$ cat src/hcs_pkg.sv
package hcs_pkg;

	// Register indices on the host register port
	localparam logic [7:0] HCS_ADDR_DEV_CFG    = 8'h12;
	localparam logic [7:0] HCS_ADDR_TEMP_CLR   = 8'h13;
	localparam logic [7:0] HCS_ADDR_ERR_CLR    = 8'h14;
	// Pointer target used when the default read pointer start is 00
	localparam logic [7:0] HCS_ADDR_ERR_STATUS = 8'h31;

	// Device configuration field positions
	localparam int HCS_CFG_PEC_BIT   = 7;
	localparam int HCS_CFG_PAR_BIT   = 6;
	localparam int HCS_CFG_PROTO_BIT = 5;
	localparam int HCS_CFG_DPE_BIT   = 4;
	localparam int HCS_CFG_DPS_HI    = 3;
	localparam int HCS_CFG_DPS_LO    = 2;
	localparam int HCS_CFG_BL_BIT    = 1;

	// Writable and implemented bit masks
	localparam logic [7:0] HCS_CFG_WR_MASK  = 8'h1e;
	localparam logic [7:0] HCS_TEMP_MASK    = 8'h0f;
	localparam logic [7:0] HCS_ERR_MASK     = 8'he3;

	// Reset values
	localparam logic [7:0] HCS_CFG_RESET    = 8'h00;
	localparam logic [7:0] HCS_CLR_RESET    = 8'h00;

	// Start code that selects the error status register
	localparam logic [1:0] HCS_DPS_ERR_STATUS = 2'h0;

	// Burst lengths in bytes
	localparam logic [2:0] HCS_BURST_SHORT = 3'h2;
	localparam logic [2:0] HCS_BURST_LONG  = 3'h4;

	// Settings the rest of the hub acts on
	typedef struct packed {
		logic       proto_i3c;
		logic       packet_check_on;
		logic       parity_ignore;
		logic       default_pointer_on;
		logic [7:0] default_pointer_addr;
		logic [2:0] burst_bytes;
	} hcs_cfg_t;

	// Register access from the protocol engine
	typedef struct packed {
		logic       wr_en;
		logic       rd_en;
		logic [7:0] addr;
		logic [7:0] wdata;
	} hcs_req_t;

	// Link events decoded by the protocol engine
	typedef struct packed {
		logic setaasa;
		logic rstdaa;
		logic bus_reset;
	} hcs_evt_t;

endpackage : hcs_pkg

$ cat src/hcs_config_clear.sv
// Function
// - Bit 7 read-only PEC enable, I3C only
// - RSTDAA or bus reset updates PEC, parity
// - Bit 6 parity disable ignores T bit
// - Bit 5 selects I2C or I3C
// - Protocol bit readable, updated only by events
// - Protocol change waits for START after STOP
// - Bit 4 enables default read pointer
// - Bits 3:2 start, 00 error status
// - Bit 1 burst: 2 or 4 bytes; 4 only with PEC on and default pointer on
// - Temperature clear bits clear temperature flags
// - Clear bits self-clear after target clears
// - Error clear bit 7: busy error
// - Error clear bit 6: protected block write
// - Error clear bit 5: protection register write
// - Error clear bits 1,0: PEC, parity
module hcs_config_clear
	import hcs_pkg::*;
(
	input  wire logic       mclk,
	input  wire logic       rst_b,
	input  wire logic       scl_pin,
	input  wire logic       sda_pin,
	input  wire hcs_req_t   req,
	input  wire hcs_evt_t   evt,
	input  wire logic       set_packet_check,
	input  wire logic       set_parity_disable,
	input  wire logic [3:0] temp_status_flags,
	input  wire logic [7:0] error_log_flags,
	output logic      [7:0] rd_data,
	output logic      [3:0] temp_clear_cmd,
	output logic      [7:0] error_clear_cmd,
	output hcs_cfg_t        cfg
);

	// Pin synchronisers; stage one feeds only stage two
	logic [1:0] scl_sync_reg;
	logic [1:0] sda_sync_reg;
	logic       scl_d_reg;
	logic       sda_d_reg;

	always_ff @(posedge mclk) begin
		if (!rst_b) begin
			scl_sync_reg <= 2'h3;
			sda_sync_reg <= 2'h3;
			scl_d_reg    <= 1'b1;
			sda_d_reg    <= 1'b1;
		end else begin
			scl_sync_reg <= {scl_sync_reg[0], scl_pin};
			sda_sync_reg <= {sda_sync_reg[0], sda_pin};
			scl_d_reg    <= scl_sync_reg[1];
			sda_d_reg    <= sda_sync_reg[1];
		end
	end

	// START is SDA falling with SCL high; STOP is SDA rising with SCL high
	wire scl_s    = scl_sync_reg[1];
	wire sda_s    = sda_sync_reg[1];
	wire start_ev = scl_s & scl_d_reg & sda_d_reg & ~sda_s;
	wire stop_ev  = scl_s & scl_d_reg & ~sda_d_reg & sda_s;

	// Address decode
	wire hit_cfg  = (req.addr == HCS_ADDR_DEV_CFG);
	wire hit_temp = (req.addr == HCS_ADDR_TEMP_CLR);
	wire hit_err  = (req.addr == HCS_ADDR_ERR_CLR);
	wire wr_cfg   = req.wr_en & hit_cfg;
	wire wr_temp  = req.wr_en & hit_temp;
	wire wr_err   = req.wr_en & hit_err;
	wire reset_ev = evt.rstdaa | evt.bus_reset;

	// Configuration state: visible value, staged write, live protocol
	logic [7:0] cfg_reg;
	logic [7:0] cfg_next;
	logic [7:0] stage_reg;
	logic       stage_pend_reg;
	logic       proto_live_reg;
	logic       stop_seen_reg;

	// Only bits 4:1 take ordinary writes; 7:5 stay untouched
	wire [7:0] stage_next = (req.wdata & HCS_CFG_WR_MASK);

	// Read-only bits follow link events; RW bits land only at STOP
	always_comb begin
		cfg_next = cfg_reg;
		if (stop_ev && stage_pend_reg) begin
			cfg_next = (cfg_reg & ~HCS_CFG_WR_MASK) | stage_reg;
		end
		if (set_packet_check) begin
			cfg_next[HCS_CFG_PEC_BIT] = 1'b1;
		end
		if (set_parity_disable) begin
			cfg_next[HCS_CFG_PAR_BIT] = 1'b1;
		end
		if (evt.setaasa) begin
			cfg_next[HCS_CFG_PROTO_BIT] = 1'b1;
		end
		if (reset_ev) begin
			cfg_next[HCS_CFG_PEC_BIT]   = 1'b0;
			cfg_next[HCS_CFG_PAR_BIT]   = 1'b0;
			cfg_next[HCS_CFG_PROTO_BIT] = 1'b0;
		end
		cfg_next[0] = 1'b0;
	end

	// A write mid-frame is held until the host closes the frame
	always_ff @(posedge mclk) begin
		if (!rst_b) begin
			cfg_reg        <= HCS_CFG_RESET;
			stage_reg      <= HCS_CFG_RESET;
			stage_pend_reg <= 1'b0;
		end else begin
			cfg_reg <= cfg_next;
			if (wr_cfg) begin
				stage_reg      <= stage_next;
				stage_pend_reg <= 1'b1;
			end else if (stop_ev) begin
				stage_pend_reg <= 1'b0;
			end
		end
	end

	// A STOP seen before the protocol bit moved must not release the switch
	wire proto_chg = cfg_next[HCS_CFG_PROTO_BIT] ^ cfg_reg[HCS_CFG_PROTO_BIT];

	// Protocol switch waits for a START that follows a STOP
	always_ff @(posedge mclk) begin
		if (!rst_b) begin
			proto_live_reg <= 1'b0;
			stop_seen_reg  <= 1'b0;
		end else begin
			if (proto_chg) begin
				stop_seen_reg <= 1'b0;
			end else if (stop_ev) begin
				stop_seen_reg <= 1'b1;
			end else if (start_ev) begin
				stop_seen_reg <= 1'b0;
			end
			if (start_ev && stop_seen_reg) begin
				proto_live_reg <= cfg_reg[HCS_CFG_PROTO_BIT];
			end
		end
	end

	// Clear-command registers; a new 1 wins over the self-clear
	logic [3:0] temp_clr_reg;
	logic [7:0] err_clr_reg;

	// Drop a bit once its target flag reads back as cleared
	wire [3:0] temp_keep = temp_clr_reg & temp_status_flags;
	wire [7:0] err_keep  = err_clr_reg & error_log_flags & HCS_ERR_MASK;
	// Writing 0 sets nothing; reserved bits never stored
	wire [3:0] temp_set  = wr_temp ? (req.wdata[3:0] & HCS_TEMP_MASK[3:0]) : 4'h0;
	wire [7:0] err_set   = wr_err ? (req.wdata & HCS_ERR_MASK) : 8'h00;

	always_ff @(posedge mclk) begin
		if (!rst_b) begin
			temp_clr_reg <= HCS_CLR_RESET[3:0];
			err_clr_reg  <= HCS_CLR_RESET;
		end else begin
			temp_clr_reg <= temp_keep | temp_set;
			err_clr_reg  <= err_keep | err_set;
		end
	end

	// Clear commands go straight to the status flags
	assign temp_clear_cmd  = temp_clr_reg;
	assign error_clear_cmd = err_clr_reg;

	// Effective settings; PEC and parity matter only under I3C
	wire       pec_on   = cfg_reg[HCS_CFG_PEC_BIT] & proto_live_reg;
	wire       par_ign  = cfg_reg[HCS_CFG_PAR_BIT] & proto_live_reg;
	wire [1:0] dps      = cfg_reg[HCS_CFG_DPS_HI:HCS_CFG_DPS_LO];
	// Reserved start codes leave the host pointer in charge
	wire       dp_on    = cfg_reg[HCS_CFG_DPE_BIT] & (dps == HCS_DPS_ERR_STATUS);
	wire       long_bl  = cfg_reg[HCS_CFG_BL_BIT] & pec_on & dp_on;

	// Settings registered so the consumer sees glitch-free values
	always_ff @(posedge mclk) begin
		if (!rst_b) begin
			cfg <= '0;
		end else begin
			cfg.proto_i3c            <= proto_live_reg;
			cfg.packet_check_on      <= pec_on;
			cfg.parity_ignore        <= par_ign;
			cfg.default_pointer_on   <= dp_on;
			cfg.default_pointer_addr <= dp_on ? HCS_ADDR_ERR_STATUS : 8'h00;
			cfg.burst_bytes          <= long_bl ? HCS_BURST_LONG : HCS_BURST_SHORT;
		end
	end

	// Clear registers are write-only and read back as zero
	wire [7:0] rd_mux = hit_cfg ? cfg_reg : 8'h00;

	always_ff @(posedge mclk) begin
		if (!rst_b) begin
			rd_data <= 8'h00;
		end else if (req.rd_en) begin
			rd_data <= rd_mux;
		end
	end

endmodule : hcs_config_clear

$ cat config.mk
export PLATFORM = sky130hd
export DESIGN_NAME = hcs_config_clear
export DESIGN_NICKNAME = d
export VERILOG_FILES = /design/src/hcs_pkg.sv /design/src/hcs_config_clear.sv
export SDC_FILE = /design/constraint.sdc
export NUM_CORES = 1
export LEC_CHECK = 0
export BUFFER_PORTS_ARGS = -buffer_cell sky130_fd_sc_hd__buf_2
export CAP_MARGIN = 20
export CORE_ASPECT_RATIO = 1.5
export CORE_MARGIN = 4
export CORE_UTILIZATION = 42
export DETAILED_ROUTE_END_ITERATION = 6
export PLACE_DENSITY = 0.75
export SYNTH_ARGS = -nofsm -noshare
export SYNTH_HDL_FRONTEND = slang
export SYNTH_SLANG_ARGS = --single-unit
$ cat constraint.sdc
create_clock -name mclk -period 1 [get_ports mclk]
set_input_delay 0.2 -clock mclk [delete_from_list [all_inputs] [get_ports mclk]]
set_output_delay 0.2 -clock mclk [all_outputs]
set_load 0.03 [all_outputs]
==> out/qor.yml <==
period_minus_slack_ns: 1.01
viasPerCell: 5.06
switching_power_uw: 751
avgSynthCellArea_um2: 9.54
core_area_um2: 3750
synth.largest_area_cell: "dfxtp_1"
cts_root_buf: "clkbuf_8"
grt_pass1_wl_um: 6270
die_x_um: 59.5
fillers: 342
ys_warn_count: 0
powerDensity_nw_per_um2: 1300
fin_skew_ns: 0.00729
cts_buffers: 5
slew_violations: 0
syn_inst: 175
postLayoutSetupSlackWorst_ns: -0.0106
comb_power_share: 0.088
hold_viol_final: 0
p_leak_uw: 0.000996
clk_latency_ns: 0.30
synth_cell_types: 30
crit_fanout: 4
first_pass_iters: 4
start_util: 0.445
place_congestion: 0.741
cp.arrival_ns: 1.24
ys_seq_area_frac: 0.504
antenna_found_initial: 0
synth.ff_latch_count: 42
syn2layout_area_growth_pct: 40.0
status: "finished, violations left"
hold_buffers: 0
drt_iter0_markers: 31
p_seq_frac: 0.558
clkSlewWorstSetupHoldPaths_ns: 0.08
largest_register_ffs: 13
fp.dieH_um: 85.2
rows: 27
grt_max_degree: 24
rsz0062_at_grt: "true"
hold_path.class: "in -> reg"
hpwl_um: 2910
num-nets-final: 288
drc: 0
yosysTopAreaCellShare: 0.504
criticalPathCategory: "reg -> reg"
worstSetupEndpointType: "register"
antenna_cells: 0
finalInstanceArea_um2: 2340
multi_input_area_um2: 726
clockBufferDepth: 2
vias: 1483
routed_wl_um: 3770
grt_pass1_vias: 1511
peakVddDrop_mv: 1.20
final_cell_mix: "buf_2 (35), buf_6 (23), a21oi_1 (22), dfxtp_1 (22), buf_4 (20)"
crit_path_start_kind: "register"
grt_usage: 0.161
tritoncts: "done"
placed_cell_area_um2: 2050
layout_commonest_cell: "buf_2"
period_share: 1.01
netlist_area_um2: 1670
die-area_um2: 5070
postRouteAntennaNets: 0
intPower_uw: 2280
clock_sinks: 42
p_clk_frac: 0.354
final-seq-area_um2: 868
sw_frac_of_total: 0.247
cap_viol_max_count: 0
max_freq_mhz: 990
htreeDepth: 2
ios: 74
dp_slack_ns: -0.211
cts_setup_buffers: 0
drive_gt1_frac: 0.452
setup_viol_count_final: 5
cp.required_ns: 1.23
io_buffers: 60
routedWlPerCell_um: 12.9
violations: "setup timing"
synth_area_leaders: "dfxtp_1 (50%), a21oi_1 (6.9%), nand4_1 (6.0%), buf_4 (5.8%), nand2b_1 (4.9%)"
globalRouteOverflowTotal: 0
cells in the mapped netlist:
cell type   n
nor2_1      3
nand3b_2    1
mux2i_1     4
buf_1       2
and3_1      3
inv_1       3
buf_6       2
nand4b_1    2
clkbuf_1    1
a21oi_1    23
nor4b_4     2
nand2b_1   13
nand3_1     5
buf_2       2
buf_4      13
nand4_1    16
o21ai_0     5
conb_1      1
clkinv_1    1
nor4b_2     1
and4bb_1    1
and4b_1     1
dfxtp_1    42
and2_1      2
nor4_1      1
or3_1       1
nor4b_1     2
nand2_1    18
nor3_1      1
o21a_1      3
repair_timing:
action | CTS | global route
resized for setup | 41 | 37
pin swaps | 0 | 7
endpoints found under the setup margin | 26 | 31
worst max-delay path, stage by stage, from the launching register on:
cell and delay (ns):
dfxtp_2 0.33, nand4b_1 0.17, or3_1 0.32, a21oi_1 0.13
routing by layer:
metal	track usage	share of wire	vias up
met5	0	0	-
met4	0.0804	0.027	0
met3	0.0502	0.055	11
met2	0.300	0.57	41
met1	0.147	0.35	689
li1	-	-	742
cell families after synthesis:
group,after synthesis,synth area share
and+or+nand+nor,73,0.279
other,1,0.00225
AOI/OAI and AO/OA,31,0.0974
buffers and inverters,24,0.0937
muxes,4,0.0240
DFF,42,0.504
metrics by stage:
stage,total power (uW),hold slack (ns),util,cells,setup TNS [ns]
after floorplan,1900,0.301,-,184,0
after global placement,1990,0.382,0.547,285,-3.26
after detailed placement,2000,0.386,0.547,285,-4.01
after CTS,3070,0.0731,0.601,293,-0.114
after global routing,3170,0.0881,0.623,293,-0.622
final,3040,0.0806,0.623,293,-0.0357
final timing paths:
| check | start | end | slack (ns) | cells after the start |
|---|---|---|---|---|
| hold reg to reg | scl_sync_reg[0] | scl_sync_reg[1] | 0.41 | 1 |
| setup / recovery | sda_sync_reg[1] | proto_live_reg | -0.01 | 3 |
| setup reg to reg | sda_sync_reg[1] | proto_live_reg | -0.01 | 3 |
| hold / removal | sda_pin | sda_sync_reg[0] | 0.08 | 2 |
power groups by stage:
stage               sequential (uW)  clock [uW]  combinational, uW
floorplan                      1740           0                161
global placement               1730           0                258
detailed placement             1740           0                262
CTS                            1700        1110                264
global route                   1700        1180                295
finish                         1690        1070                267
layout make-up:
class | count | area share
Multi-Input combinational cell | 118 | 0.310
Clock inverter | 3 | 0.00910
Sequential cell | 42 | 0.372
Inverter | 4 | 0.00642
Timing Repair Buffer | 78 | 0.250
Clock buffer | 5 | 0.0294
Tap cell | 43 | 0.0230
Note: power is estimated with default switching activity, not from simulation.
